--- src/refclk_consts.svh ---
// Constants for the reference and master clock select block.
// Assumes inclusion by bare name from the src folder.
`ifndef REFCLK_CONSTS_SVH
`define REFCLK_CONSTS_SVH
`define MODE_REG_IDX 8'h01
`define SETUP0_REG_IDX 8'h20
`define MODE_REG_ADDR 8'h04
`define SETUP0_REG_ADDR 8'h80
`define STATUS_REG_ADDR 8'h84
`define MODE_REG_RESET 16'h8000
`define SETUP0_REG_RESET 16'h1320
`define REF_EN_BIT 15
`define CLK_SEL_LSB 2
`define REF_SEL_LSB 4
`define CLK_NOMINAL_MHZ 16
`define SYS_CLK_MHZ 25
`define XTAL_SETTLE_US 64
`define XTAL_SETTLE_CYC ((`XTAL_SETTLE_US * `SYS_CLK_MHZ))
`define AXI_OKAY 2'h0
`define AXI_SLVERR 2'h2
`endif

--- src/refclk_pkg.sv ---
// Types for the reference and master clock select block.
// Assumes nothing beyond the constants header.
package refclk_pkg;
  typedef enum logic [1:0] {
    CLK_INT = 2'h0,
    CLK_INT_OUT = 2'h1,
    CLK_EXT = 2'h2,
    CLK_XTAL = 2'h3
  } clk_src_t;
  typedef enum logic [1:0] {
    REF_EXT = 2'h0,
    REF_RSVD1 = 2'h1,
    REF_INT = 2'h2,
    REF_AVDD = 2'h3
  } ref_src_t;
  typedef enum logic [1:0] {
    ST_RUN = 2'h0,
    ST_SETTLE = 2'h1
  } xtal_st_t;
endpackage

--- src/ref_and_master_clock_select.sv ---
// Master clock source and voltage reference control with AXI4-Lite regs.
// Assumes clock pins arrive asynchronously; the clock mux itself is modelled
// as a select plus a synchronised-level path sampled on clk_in.
`timescale 1ns/1ns
`include "refclk_consts.svh"
module ref_and_master_clock_select (
  input wire logic clk_in,
  input wire logic rst_in,
  input wire logic [7:0] s_axi_awaddr,
  input wire logic s_axi_awvalid,
  output logic s_axi_awready,
  input wire logic [31:0] s_axi_wdata,
  input wire logic [3:0] s_axi_wstrb,
  input wire logic s_axi_wvalid,
  output logic s_axi_wready,
  output logic [1:0] s_axi_bresp,
  output logic s_axi_bvalid,
  input wire logic s_axi_bready,
  input wire logic [7:0] s_axi_araddr,
  input wire logic s_axi_arvalid,
  output logic s_axi_arready,
  output logic [31:0] s_axi_rdata,
  output logic [1:0] s_axi_rresp,
  output logic s_axi_rvalid,
  input wire logic s_axi_rready,
  input wire logic int_osc_clk_in,
  input wire logic crystal_input_pin_in,
  input wire logic crystal_or_clock_pin_in,
  output logic crystal_or_clock_pin_out,
  output logic crystal_or_clock_pin_oe_n_out,
  output logic reference_output_pin_out,
  output logic int_ref_enable_out,
  output logic [1:0] reference_source_select_out,
  output logic [1:0] master_clock_source_select_out,
  output logic master_clock_out,
  output logic master_clock_ready_out,
  output logic modulator_tick_out
);
  // Three-stage samplers for the three asynchronous clock inputs
  logic [2:0] osc_sync_reg;
  logic [2:0] osc_sync_next;
  logic [2:0] xtal_sync_reg;
  logic [2:0] xtal_sync_next;
  logic [2:0] ext_sync_reg;
  logic [2:0] ext_sync_next;
  logic osc_lvl_reg;
  logic osc_lvl_next;
  logic xtal_lvl_reg;
  logic xtal_lvl_next;
  logic ext_lvl_reg;
  logic ext_lvl_next;
  logic [15:0] mode_reg;
  logic [15:0] mode_next;
  logic [15:0] setup0_reg;
  logic [15:0] setup0_next;
  logic aw_hold_reg;
  logic aw_hold_next;
  logic [7:0] aw_addr_reg;
  logic [7:0] aw_addr_next;
  logic w_hold_reg;
  logic w_hold_next;
  logic [31:0] w_data_reg;
  logic [31:0] w_data_next;
  logic [3:0] w_strb_reg;
  logic [3:0] w_strb_next;
  logic bvalid_reg;
  logic bvalid_next;
  logic [1:0] bresp_reg;
  logic [1:0] bresp_next;
  logic rvalid_reg;
  logic rvalid_next;
  logic [31:0] rdata_reg;
  logic [31:0] rdata_next;
  logic [1:0] rresp_reg;
  logic [1:0] rresp_next;
  refclk_pkg::xtal_st_t xst_reg;
  refclk_pkg::xtal_st_t xst_next;
  logic [15:0] settle_cnt_reg;
  logic [15:0] settle_cnt_next;
  logic mclk_reg;
  logic mclk_next;
  logic mclk_prev_reg;
  logic mclk_prev_next;
  logic tick_reg;
  logic tick_next;
  logic out_reg;
  logic out_next;
  logic oe_n_reg;
  logic oe_n_next;
  refclk_pkg::clk_src_t clk_sel;
  logic do_write;
  localparam logic [15:0] SETTLE_CYC = 16'(`XTAL_SETTLE_CYC);
  function automatic logic addr_is(input logic [7:0] a, input logic [7:0] r);
    addr_is = (a[7:2] == r[7:2]);
  endfunction
  // Byte-lane merge used for both 16-bit registers
  function automatic logic [15:0] merge16(input logic [15:0] old,
      input logic [31:0] d, input logic [3:0] s);
    merge16 = {s[1] ? d[15:8] : old[15:8], s[0] ? d[7:0] : old[7:0]};
  endfunction
  assign clk_sel = refclk_pkg::clk_src_t'(mode_reg[`CLK_SEL_LSB +: 2]);
  assign do_write = aw_hold_reg && w_hold_reg && !bvalid_reg;
  // Synchronisers: second and third stage agree before a level changes
  always_comb begin
    osc_sync_next = {osc_sync_reg[1:0], int_osc_clk_in};
    xtal_sync_next = {xtal_sync_reg[1:0], crystal_input_pin_in};
    ext_sync_next = {ext_sync_reg[1:0], crystal_or_clock_pin_in};
    osc_lvl_next = osc_lvl_reg;
    xtal_lvl_next = xtal_lvl_reg;
    ext_lvl_next = ext_lvl_reg;
    if (osc_sync_reg[1] == osc_sync_reg[2]) begin
      osc_lvl_next = osc_sync_reg[2];
    end
    if (xtal_sync_reg[1] == xtal_sync_reg[2]) begin
      xtal_lvl_next = xtal_sync_reg[2];
    end
    if (ext_sync_reg[1] == ext_sync_reg[2]) begin
      ext_lvl_next = ext_sync_reg[2];
    end
  end

  always_ff @(posedge clk_in or posedge rst_in) begin
    if (rst_in) begin
      osc_sync_reg <= 3'h0;
      xtal_sync_reg <= 3'h0;
      ext_sync_reg <= 3'h0;
      osc_lvl_reg <= 1'b0;
      xtal_lvl_reg <= 1'b0;
      ext_lvl_reg <= 1'b0;
    end else begin
      osc_sync_reg <= osc_sync_next;
      xtal_sync_reg <= xtal_sync_next;
      ext_sync_reg <= ext_sync_next;
      osc_lvl_reg <= osc_lvl_next;
      xtal_lvl_reg <= xtal_lvl_next;
      ext_lvl_reg <= ext_lvl_next;
    end
  end
  // AXI4-Lite slave: address and data taken in either order
  always_comb begin
    aw_hold_next = aw_hold_reg;
    aw_addr_next = aw_addr_reg;
    w_hold_next = w_hold_reg;
    w_data_next = w_data_reg;
    w_strb_next = w_strb_reg;
    bvalid_next = bvalid_reg;
    bresp_next = bresp_reg;
    rvalid_next = rvalid_reg;
    rdata_next = rdata_reg;
    rresp_next = rresp_reg;
    mode_next = mode_reg;
    setup0_next = setup0_reg;
    if (s_axi_awvalid && !aw_hold_reg) begin
      aw_hold_next = 1'b1;
      aw_addr_next = s_axi_awaddr;
    end
    if (s_axi_wvalid && !w_hold_reg) begin
      w_hold_next = 1'b1;
      w_data_next = s_axi_wdata;
      w_strb_next = s_axi_wstrb;
    end
    if (do_write) begin
      aw_hold_next = 1'b0;
      w_hold_next = 1'b0;
      bvalid_next = 1'b1;
      bresp_next = `AXI_OKAY;
      if (addr_is(aw_addr_reg, `MODE_REG_ADDR)) begin
        // Bit 15 enable, bits 3:2 clock select; all bits kept as written
        mode_next = merge16(mode_reg, w_data_reg, w_strb_reg);
      end else if (addr_is(aw_addr_reg, `SETUP0_REG_ADDR)) begin
        setup0_next = merge16(setup0_reg, w_data_reg, w_strb_reg);
      end else if (!addr_is(aw_addr_reg, `STATUS_REG_ADDR)) begin
        bresp_next = `AXI_SLVERR;
      end
    end
    if (bvalid_reg && s_axi_bready) begin
      bvalid_next = 1'b0;
    end
    if (s_axi_arvalid && !rvalid_reg) begin
      rvalid_next = 1'b1;
      rresp_next = `AXI_OKAY;
      rdata_next = 32'h0000_0000;
      if (addr_is(s_axi_araddr, `MODE_REG_ADDR)) begin
        rdata_next[15:0] = mode_reg;
      end else if (addr_is(s_axi_araddr, `SETUP0_REG_ADDR)) begin
        rdata_next[15:0] = setup0_reg;
      end else if (addr_is(s_axi_araddr, `STATUS_REG_ADDR)) begin
        rdata_next[3:0] = {master_clock_ready_out, mode_reg[`REF_EN_BIT],
                           clk_sel};
      end else begin
        rresp_next = `AXI_SLVERR;
      end
    end else if (rvalid_reg && s_axi_rready) begin
      rvalid_next = 1'b0;
    end
  end

  always_ff @(posedge clk_in or posedge rst_in) begin
    if (rst_in) begin
      aw_hold_reg <= 1'b0;
      aw_addr_reg <= 8'h00;
      w_hold_reg <= 1'b0;
      w_data_reg <= 32'h0000_0000;
      w_strb_reg <= 4'h0;
      bvalid_reg <= 1'b0;
      bresp_reg <= 2'h0;
      rvalid_reg <= 1'b0;
      rdata_reg <= 32'h0000_0000;
      rresp_reg <= 2'h0;
      // Enable set and internal oscillator code out of any reset
      mode_reg <= `MODE_REG_RESET;
      setup0_reg <= `SETUP0_REG_RESET;
    end else begin
      aw_hold_reg <= aw_hold_next;
      aw_addr_reg <= aw_addr_next;
      w_hold_reg <= w_hold_next;
      w_data_reg <= w_data_next;
      w_strb_reg <= w_strb_next;
      bvalid_reg <= bvalid_next;
      bresp_reg <= bresp_next;
      rvalid_reg <= rvalid_next;
      rdata_reg <= rdata_next;
      rresp_reg <= rresp_next;
      mode_reg <= mode_next;
      setup0_reg <= setup0_next;
    end
  end

  assign s_axi_awready = !aw_hold_reg;
  assign s_axi_wready = !w_hold_reg;
  assign s_axi_bvalid = bvalid_reg;
  assign s_axi_bresp = bresp_reg;
  assign s_axi_arready = !rvalid_reg;
  assign s_axi_rvalid = rvalid_reg;
  assign s_axi_rdata = rdata_reg;
  assign s_axi_rresp = rresp_reg;
  // Master clock mux, crystal settle wait, and pin drive
  always_comb begin
    xst_next = xst_reg;
    settle_cnt_next = settle_cnt_reg;
    out_next = 1'b0;
    oe_n_next = 1'b1;
    mclk_next = osc_lvl_reg;
    unique case (clk_sel)
      refclk_pkg::CLK_INT: mclk_next = osc_lvl_reg;
      refclk_pkg::CLK_INT_OUT: begin
        mclk_next = osc_lvl_reg;
        // Driving the pin costs dc performance, so it is opt-in only
        out_next = osc_lvl_reg;
        oe_n_next = 1'b0;
      end
      refclk_pkg::CLK_EXT: mclk_next = ext_lvl_reg;
      refclk_pkg::CLK_XTAL: mclk_next = xtal_lvl_reg;
    endcase
    // Ready is held low while a newly picked crystal starts up
    unique case (xst_reg)
      refclk_pkg::ST_RUN: begin
        if (clk_sel != refclk_pkg::CLK_XTAL) begin
          settle_cnt_next = 16'h0000;
        end else if (settle_cnt_reg == 16'h0000) begin
          xst_next = refclk_pkg::ST_SETTLE;
          settle_cnt_next = SETTLE_CYC;
        end
      end
      refclk_pkg::ST_SETTLE: begin
        if (clk_sel != refclk_pkg::CLK_XTAL) begin
          xst_next = refclk_pkg::ST_RUN;
          settle_cnt_next = 16'h0000;
        end else if (settle_cnt_reg == 16'h0001) begin
          xst_next = refclk_pkg::ST_RUN;
          settle_cnt_next = 16'hFFFF;
        end else begin
          settle_cnt_next = settle_cnt_reg - 16'h0001;
        end
      end
      default: begin
        xst_next = refclk_pkg::ST_RUN;
        settle_cnt_next = 16'h0000;
      end
    endcase
    mclk_prev_next = mclk_reg;
    // Rate tick follows master clock edges, so rates scale with it
    tick_next = mclk_reg && !mclk_prev_reg;
  end

  always_ff @(posedge clk_in or posedge rst_in) begin
    if (rst_in) begin
      xst_reg <= refclk_pkg::ST_RUN;
      settle_cnt_reg <= 16'h0000;
      mclk_reg <= 1'b0;
      mclk_prev_reg <= 1'b0;
      tick_reg <= 1'b0;
      out_reg <= 1'b0;
      oe_n_reg <= 1'b1;
    end else begin
      xst_reg <= xst_next;
      settle_cnt_reg <= settle_cnt_next;
      mclk_reg <= mclk_next;
      mclk_prev_reg <= mclk_prev_next;
      tick_reg <= tick_next;
      out_reg <= out_next;
      oe_n_reg <= oe_n_next;
    end
  end

  assign crystal_or_clock_pin_out = out_reg;
  assign crystal_or_clock_pin_oe_n_out = oe_n_reg;
  assign master_clock_out = mclk_reg;
  // Host must still hold its serial clock until this rises
  assign master_clock_ready_out = (xst_reg == refclk_pkg::ST_RUN);
  assign modulator_tick_out = tick_reg;
  assign int_ref_enable_out = mode_reg[`REF_EN_BIT];
  assign reference_output_pin_out = mode_reg[`REF_EN_BIT];
  // Software clears the enable when unused
  assign reference_source_select_out =
    setup0_reg[`REF_SEL_LSB +: 2];
  assign master_clock_source_select_out = clk_sel;
endmodule

--- config.mk ---
export PLATFORM = sky130hd
export DESIGN_NAME = ref_and_master_clock_select
export DESIGN_NICKNAME = d
export VERILOG_FILES = /design/src/refclk_pkg.sv /design/src/ref_and_master_clock_select.sv
export VERILOG_INCLUDE_DIRS = /design/src /design/src/src
export SDC_FILE = /design/constraint.sdc
export NUM_CORES = 1
export LEC_CHECK = 0
export BUFFER_PORTS_ARGS = -buffer_cell sky130_fd_sc_hd__buf_2
export CAP_MARGIN = 20
export CORE_UTILIZATION = 54
export CTS_CLUSTER_SIZE = 16
export DETAILED_ROUTE_END_ITERATION = 8
export GPL_ROUTABILITY_DRIVEN = 0
export PLACE_DENSITY = 0.8
export SLEW_MARGIN = 5
export SYNTH_ARGS = -nofsm -noshare
export SYNTH_HDL_FRONTEND = slang
export SYNTH_SLANG_ARGS = --single-unit
--- constraint.sdc ---
create_clock -name clk_in -period 4.6 [get_ports clk_in]
set_clock_uncertainty 0.05 [all_clocks]
set_input_delay 0.92 -clock clk_in [delete_from_list [all_inputs] [get_ports clk_in]]
set_output_delay 0.92 -clock clk_in [all_outputs]
set_load 0.03 [all_outputs]
==> results.tsv, run 1 <==
metric	value	unit
ctsHoldBuffers	0	
power_density	504	mW/mm²
area_growth	10.2	%
worst_slack	2.25	ns
hold_ws	0.305	ns
crit_chain	inv_1 -> buf_2	
yosysWarnings	0	
swShare	0.334	
critPathCaptureType	output pin	
crit_path_top_delay_cell	dfrtp_1	
final_cell_mix	106 x dfrtp_1, 73 x buf_2, 60 x mux2_2	
insertion_delay	0.37	ns
layout_min_cycle_time	2.35	ns
ys.flop_type	dfrtp_1	
worst_path_dominant_cell_family	flip-flops	
timing.setup.tns	0	ns
dr.pass1.iters	7	
worstPathMaxFanout	15	
tritoncts.num_buffers	9	
gr-total-overflow	0	
antenna_found_initial	0	
syn_area_per_cell	12.2	µm²
cp-start-kind	flip-flop	
finalHoldViolCount	0	
drive_gt1_frac	0.351	
wl_per_cell	15.8	µm
grt_pass1_wl	15700	µm
post_cts_buffers	0	
io_pins	114	
rsz0062_at_grt	no	
first_iter_violations	227	
nets	533	
tightest_slew	0.987	ns
cp_data_arrival_time	1.38	ns
drc	20	
final_antenna_net_count	0	
antenna_cells	0	
failed_checks	design-rule violations	
die_x	97.6	µm
via_count	3290	
slew_headroom	0.339	
internal-power	1.82	mW
cts_tree	built	
start_util	0.561	
regToRegSetupSlack	2.44	ns
hold_path_depth	0	
p_seq_frac	0.546	
htreeDepth	3	
cts_resized	0	
p_leak	2.68	nW
grt_pass1_vias	3197	
cts.sinks	112	
cpPeakStageDelay	0.61	ns
path_depth	2	
cp.required	3.63	ns
ys_ff_latch	112	
syn-cell-area	0.00494	mm²
dieArea	0.00953	mm²
fin_util	0.618	
async_reset_ff_frac	1.00	
via_per_inst	5.66	
outcome	finished with violations	
clk_pin_slew	0.09	ns
port_buffers	73	
reg2regPathDepth	6	
grt_max_degree	53	
row_count	34	
dp_slack	2.07	ns
drt-total-wl	9180	µm
p_comb_frac	0.261	
timing.fmax	426	MHz
cts_root_buffer	clkbuf_8	
placedCellCount	565	
hp-class	flip-flop to flip-flop	
fin_cells	581	
die_y	97.6	µm
cts.path.max_buffers	2	
core-area	0.00881	mm²
syn_inst	403	
ir_drop	374	µV
path_class	flip-flop to output pin	
power_switching	917	µW
final-setup-viol-count	0	
slew_violations	0	
clkPwrFrac	0.193	
min_period_over_period	0.510	
final_common_cell	dfrtp_1	
synth.distinct_cells	55	
crit_buf_inv	2	
grtUsageTotal	0.208	
ys_seq_area_frac	0.569	
dp_hpwl	6330	µm
synth_edf_count	0	
drv_cap	0	
metal layers:
metal / vias up / GRT usage / part of all wire
met3: 14 / 0.0432 / 0.059
li1: 1550 / - / -
met1: 1612 / 0.296 / 0.45
met5: - / 0 / 0
met2: 114 / 0.316 / 0.48
met4: 0 / 0.0816 / 0.018
synthesized netlist by cell type, types with 2 or more instances:
cell      instances  area, µm²
clkbuf_1         10       37.5
nand4_1           2       12.5
nand2b_1          2       12.5
maj3_1            3       30.0
or3_1             2       12.5
or4_4             3       33.8
a31oi_1           2       12.5
a22oi_1           4       30.0
a221oi_1         12        105
nand3_1          13       65.1
o211ai_1          2       15.0
nor2_1           37        139
nor3_1            4       20.0
o21a_1            4       30.0
a211o_1           6       52.6
nand2_1          12       45.0
ha_1              3       37.5
nor4_1            9       56.3
a21oi_1          11       55.1
a21o_1            4       30.0
and4_1            3       26.3
inv_1             9       33.8
o21ai_0          10       50.1
or4_1             2       15.0
mux2_2           60        676
dfrtp_1         106       2650
nor2b_1           8       50.1
dfstp_2           6        158
and3_1            3       18.8
buf_6             3       33.8
buf_4            24        180
cell families (layout without fill, tap and decap cells):
logic type | count (synthesis) | count (layout) | share of synthesized area
compound gates | 62 | 62 | 0.0895
xor+xnor | 1 | 1 | 0.00177
fa+ha+maj | 6 | 6 | 0.0137
buf+inv | 48 | 101 | 0.0596
flops | 112 | 112 | 0.569
mux | 61 | 61 | 0.139
other cells | 1 | 18 | 0.000760
simple gates | 112 | 112 | 0.126
power by group through the flow:
stage	combinational [mW]	clock (mW)	sequential (mW)
after floorplan	0.531	0	1.54
after global placement	0.700	0	1.50
after detailed placement	0.721	0	1.52
after CTS	0.724	0.542	1.50
after global routing	0.779	0.582	1.54
final	0.715	0.530	1.50
metrics by stage:
| step | instance area, µm² | power [mW] |
|---|---|---|
| after floorplan | 5000 | 2.07 |
| after global placement | 5270 | 2.20 |
| after detailed placement | 5270 | 2.24 |
| after CTS | 5440 | 2.76 |
| after global routing | 5440 | 2.90 |
| final | 5440 | 2.74 |
worst paths after layout:
kind,from,endpoint
max,xst_reg[0],master_clock_ready_out
min,ext_sync_reg[0],ext_sync_reg[1]
max reg2reg,settle_cnt_reg[1],settle_cnt_reg[3]
min reg2reg,ext_sync_reg[0],ext_sync_reg[1]
max in group asynchronous,rst_in,setup0_reg[12]
min in group asynchronous,rst_in,ext_sync_reg[2]
layout make-up:
class                   instances  area (µm²)
inverters                       9        36.3
well taps                     108         135
clock inverters                 5        40.0
flip-flops and latches        112        2810
repair buffers                 76         388
multi-input cells             260        1900
fillers                       681        3370
clock buffers                  11         131
No activity file was read; power rests on OpenSTA's default activity.
==> run 2, diff against run 1 <==
==> constraint.sdc (replaced) <==
create_clock -name clk_in -period 2.4 [get_ports clk_in]
set_clock_uncertainty 0.05 [all_clocks]
set_input_delay 0.48 -clock clk_in [delete_from_list [all_inputs] [get_ports clk_in]]
set_output_delay 0.48 -clock clk_in [all_outputs]
set_load 0.03 [all_outputs]
==> run 2 against run 1 <==
The run still ends with design-rule violations left. Flip-flop and latch count stayed put. Routed wire length is 1.1% higher. Utilization rose by 0.92 points. Clock power rose by 100%. Sequential share of layout area decreased by 0.76 points. Sequential power rose by 91%. First-iteration DRC count is 16% lower. Critical path depth is 4 higher. Combinational power is 99% higher. Non-clock buffer count increased by 6. Largest cell class unchanged.
==> results.tsv, run 2 (synthesis gave the netlist of run 1 again) <==
metric	value	unit	change
final_common_cell	dfrtp_1		unchanged
postPlaceCellArea	0.00533	mm²	was 0.00527 mm²
path_class	flip-flop to flip-flop		was flip-flop to output pin
fin_util	0.627		was 0.618
grt_pass1_vias	3358		was 3197
via_count	3298		was 3290
cp.required	2.61	ns	was 3.63 ns
ctsHoldBuffers	0		unchanged
drv_cap	0		unchanged
failed_checks	design-rule violations		unchanged
cts_resized	0		unchanged
io_pins	114		unchanged
die_x	97.6	µm	unchanged
layout_min_cycle_time	2.08	ns	
power	5.36	mW	was 2.74 mW
dieArea	0.00953	mm²	unchanged
ir_drop	607	µV	was 374 µV
final-setup-viol-count	0		unchanged
post_cts_buffers	0		unchanged
placedCellCount	571		was 565
wl_per_cell	15.8	µm	about the same
hp-class	input port to flip-flop		was flip-flop to flip-flop
port_buffers	73		unchanged
cp_data_arrival_time	2.29	ns	was 1.38 ns
dp_slack	0.345	ns	was 2.07 ns
tightest_slew	0.620	ns	was 0.987 ns
grtUsageTotal	0.211		was 0.208
hold_ws	0.152	ns	was 0.305 ns
cp-start-kind	flip-flop		unchanged
outcome	finished with violations		unchanged
finalInstanceArea	0.00552	mm²	was 0.00544 mm²
cts.path.max_buffers	2		unchanged
hold_path_depth	1		was 0
p_leak	2.72	nW	was 2.68 nW
slew_violations	0		unchanged
worstPathMaxFanout	7		was 15
reg2regPathDepth	6		unchanged
first_iter_violations	191		was 227
tritoncts.num_buffers	9		unchanged
drt-total-wl	9270	µm	was 9180 µm
slew_headroom	0.586		was 0.339
via_per_inst	5.62		was 5.66
start_util	0.561		unchanged
cts.sinks	112		unchanged
antenna_cells	0		unchanged
core-area	0.00881	mm²	unchanged
row_count	34		unchanged
gr-total-overflow	0		unchanged
die_y	97.6	µm	unchanged
cts_root_buffer	clkbuf_8		unchanged
finalHoldViolCount	0		unchanged
worst_slack	0.315	ns	was 2.25 ns
critPathCaptureType	flip-flop		was output pin
insertion_delay	0.38	ns	was 0.37 ns
grt_pass1_wl	15800	µm	was 15700 µm
grt_max_degree	113		was 53
clk_pin_slew	0.10	ns	was 0.09 ns
cts_tree	built		unchanged
final_cell_mix	106 x dfrtp_1, 73 x buf_2, 60 x mux2_2		unchanged
antenna_found_initial	0		unchanged
drive_gt1_frac	0.361		was 0.351
dp_hpwl	6470	µm	was 6330 µm
htreeDepth	3		unchanged
rsz0062_at_grt	no		unchanged
area_growth	11.8	%	was 10.2%
nets	539		was 533
drc	22		was 20
dr.pass1.iters	7		unchanged
min_period_over_period	0.869		
power_density	971	mW/mm²	was 504 mW/mm²
final_antenna_net_count	0		unchanged
fin_cells	587		was 581
timing.fmax	480	MHz	
timing.setup.tns	0	ns	unchanged
run 2: cell types whose count changed in the layout (fill, tap and decap cells not counted):
| cell | before | now |
|---|---|---|
| buf_4 | 3 | 8 |
| inv_6 | 2 | 1 |
| clkinv_8 | 0 | 1 |
| clkinvlp_4 | 0 | 2 |
| buf_12 | 0 | 1 |
| inv_8 | 0 | 1 |
| clkinv_2 | 1 | 0 |
| clkbuf_1 | 2 | 1 |
| inv_4 | 1 | 0 |
| clkbuf_8 | 9 | 10 |
| clkinv_4 | 2 | 1 |
run 2: critical path: stages, from the launching register on:
cell and delay (ns):
dfrtp_1 0.45, inv_1 0.11, ha_1 0.22, or3b_2 0.54, nor2_1 0.17, a31oi_1 0.09
or3_1 0.34
run 2: per-layer routing:
metal	up-vias	wire, µm	GRT usage
li1	1548	-	-
met2	106	4470	0.339
met5	-	0	0
met3	15	547	0.0612
met4	0	205	0.0909
met1	1629	4060	0.268
run 2: where the power goes:
group	switching (mW)	internal [mW]	leakage, nW
Combinational	0.771	0.649	1.21
Clock	0.653	0.428	0.0948
Sequential	0.377	2.48	1.41
Total	1.80	3.56	2.72
run 2: area by class of cell:
type	instances	area, µm²
fill	696	3290
inverter	9	37.5
multi-input combinational	260	1900
timing repair buffer	82	445
clock buffer	11	141
tap	108	135
clock inverter	5	52.6
sequential	112	2810
run 2: final timing paths:
kind                                   start                  endpoint  slack, ns
max                        settle_cnt_reg[0]        settle_cnt_reg[10]       0.32
min                           int_osc_clk_in           osc_sync_reg[0]       0.15
max reg2reg                settle_cnt_reg[0]        settle_cnt_reg[10]       0.32
min reg2reg                  osc_sync_reg[0]           osc_sync_reg[1]       0.31
max in group asynchronous             rst_in            s_axi_rdata[7]       1.67
min in group asynchronous             rst_in  crystal_or_clock_pin_out       0.20
==> run 3, diff against run 2 <==
--- a/config.mk
+++ b/config.mk
@@ -8,6 +8,7 @@
 export LEC_CHECK = 0
 export BUFFER_PORTS_ARGS = -buffer_cell sky130_fd_sc_hd__buf_2
 export CAP_MARGIN = 20
+export CORE_ASPECT_RATIO = 1.1
 export CORE_UTILIZATION = 54
 export CTS_CLUSTER_SIZE = 16
 export DETAILED_ROUTE_END_ITERATION = 8
==> run 3 against run 2 <==
Clock-buffer cell count shrank 1. Fmax down 2.3%. Clock power fell by 4%. The run now ends clean. Largest power group unchanged.
==> results.tsv, run 3 (synthesis gave the netlist of run 1 again) <==
metric	value	unit	change
insertion_delay	0.36	ns	was 0.38 ns
io_pins	114		unchanged
critPathCaptureType	flip-flop		unchanged
wl_per_cell	15.7	µm	was 15.8 µm
fin_cells	592		was 587
cp_data_arrival_time	2.38	ns	was 2.29 ns
busiest_layer	met2		unchanged
dr.pass1.iters	4		was 7
final_cell_mix	106 x dfrtp_1, 73 x buf_2, 60 x mux2_2		unchanged
gr-total-overflow	0		unchanged
worstPathMaxFanout	7		unchanged
via_per_inst	5.60		was 5.62
rsz0062_at_grt	no		unchanged
grt_pass1_wl	15500	µm	was 15800 µm
antenna_found_initial	0		unchanged
die_y	102	µm	was 97.6 µm
drive_gt1_frac	0.360		was 0.361
cts_tree	built		unchanged
clk_pin_slew	0.11	ns	was 0.10 ns
final-setup-viol-count	0		unchanged
timing.setup.tns	0	ns	unchanged
grt_pass1_vias	3211		was 3358
layout_min_cycle_time	2.13	ns	was 2.08 ns
cpPeakStageDelay	0.62	ns	was 0.54 ns
die_x	93.2	µm	was 97.6 µm
outcome	finished clean		was finished with violations
grtUsageMet3	0.0513		was 0.0612
tritoncts.num_buffers	9		unchanged
first_iter_violations	136		was 191
cp-start-kind	flip-flop		unchanged
start_util	0.556		was 0.561
cp.required	2.65	ns	was 2.61 ns
crit_chain	nor4_4 -> nand4b_1 -> nor4_1 -> or3_1		was inv_1 -> ha_1 -> or3b_2 -> nor2_1 -> a31oi_1 -> or3_1
min_period_over_period	0.889		was 0.869
final_common_cell	dfrtp_1		unchanged
crit_path_top_delay_cell	nor4_1		was or3b_2
core-area	0.00887	mm²	was 0.00881 mm²
hp-class	input port to flip-flop		unchanged
via_count	3318		was 3298
drc	0		was 22
grt_use_met2	0.346		was 0.339
cts.sinks	112		unchanged
power_density	960	mW/mm²	was 971 mW/mm²
dp_hpwl	6590	µm	was 6470 µm
slew_headroom	0.568		was 0.586
cts_resized	0		unchanged
p_leak	2.69	nW	was 2.72 nW
dieArea	0.00953	mm²	about the same
cts.path.max_buffers	2		unchanged
post_cts_buffers	0		unchanged
grt_max_degree	113		unchanged
grtUsageTotal	0.213		was 0.211
cts_root_buffer	clkbuf_8		unchanged
placedCellCount	576		was 571
row_count	36		was 34
slew_violations	0		unchanged
finalHoldViolCount	0		unchanged
grt_use_met1	0.274		was 0.268
tightest_slew	0.643	ns	was 0.620 ns
final_antenna_net_count	0		unchanged
port_buffers	73		unchanged
path_class	flip-flop to flip-flop		unchanged
nets	538		was 539
ctsHoldBuffers	0		unchanged
drv_cap	0		unchanged
antenna_cells	0		unchanged
htreeDepth	3		unchanged
area_growth	11.5	%	was 11.8%
drt-total-wl	9290	µm	was 9270 µm
ir_drop	694	µV	was 607 µV
timing.fmax	469	MHz	was 480 MHz
[run 3: changes by cell type in the layout (fill, tap and decap cells not counted)]
cell	previous run	this run
clkinv_8	1	0
inv_6	1	2
clkinv_4	1	0
clkbuf_8	10	9
clkinvlp_4	2	4
buf_4	8	7
[run 3: final timing paths]
kind / slack (ns) / cells after the start / end / from
max in group asynchronous: 1.63 / 3 / s_axi_rdata[13] / rst_in
hold reg to reg: 0.31 / 0 / ext_sync_reg[1] / ext_sync_reg[0]
min in group asynchronous: 0.17 / 3 / w_hold_reg / rst_in
hold / removal: 0.16 / 1 / osc_sync_reg[0] / int_osc_clk_in
setup / recovery: 0.27 / 4 / settle_cnt_reg[10] / settle_cnt_reg[5]
setup reg to reg: 0.27 / 4 / settle_cnt_reg[10] / settle_cnt_reg[5]
[run 3: metrics by stage]
stage / hold WS, ns / util / cell area (µm²) / power [mW] / setup slack [ns]
floorplan: 0.281 / - / 5000 / 3.97 / 0.505
global placement: 0.284 / 0.600 / 5330 / 4.22 / 0.373
detailed placement: 0.285 / 0.600 / 5330 / 4.32 / 0.324
CTS: 0.145 / 0.620 / 5510 / 5.34 / 0.303
global route: 0.134 / 0.620 / 5510 / 5.60 / 0.148
finish: 0.161 / 0.620 / 5510 / 5.28 / 0.267
[run 3: cell type report]
type	count	area (µm²)
Clock buffer	10	128
Clock inverter	6	51.3
Fill cell	705	3370
Inverter	9	37.5
Multi-Input combinational cell	260	1900
Sequential cell	112	2810
Tap cell	114	143
Timing Repair Buffer	81	438
[run 3: critical path: cells and delay by family (launching register included)]
family	cells	cell delay [ns]
DFF	1	0.49
and+or+nand+nor	4	1.53
[run 3: report_power, final]
part / switching, mW / internal [mW]
combinational: 0.743 / 0.639
sequential: 0.389 / 2.48
clock: 0.643 / 0.393
total: 1.78 / 3.51
[run 3: metal layers]
layer / vias to the layer above / wire [µm]
li1: 1553 / -
met1: 1654 / 3750
met4: 0 / 134
met2: 97 / 4840
met5: - / 0
met3: 14 / 552
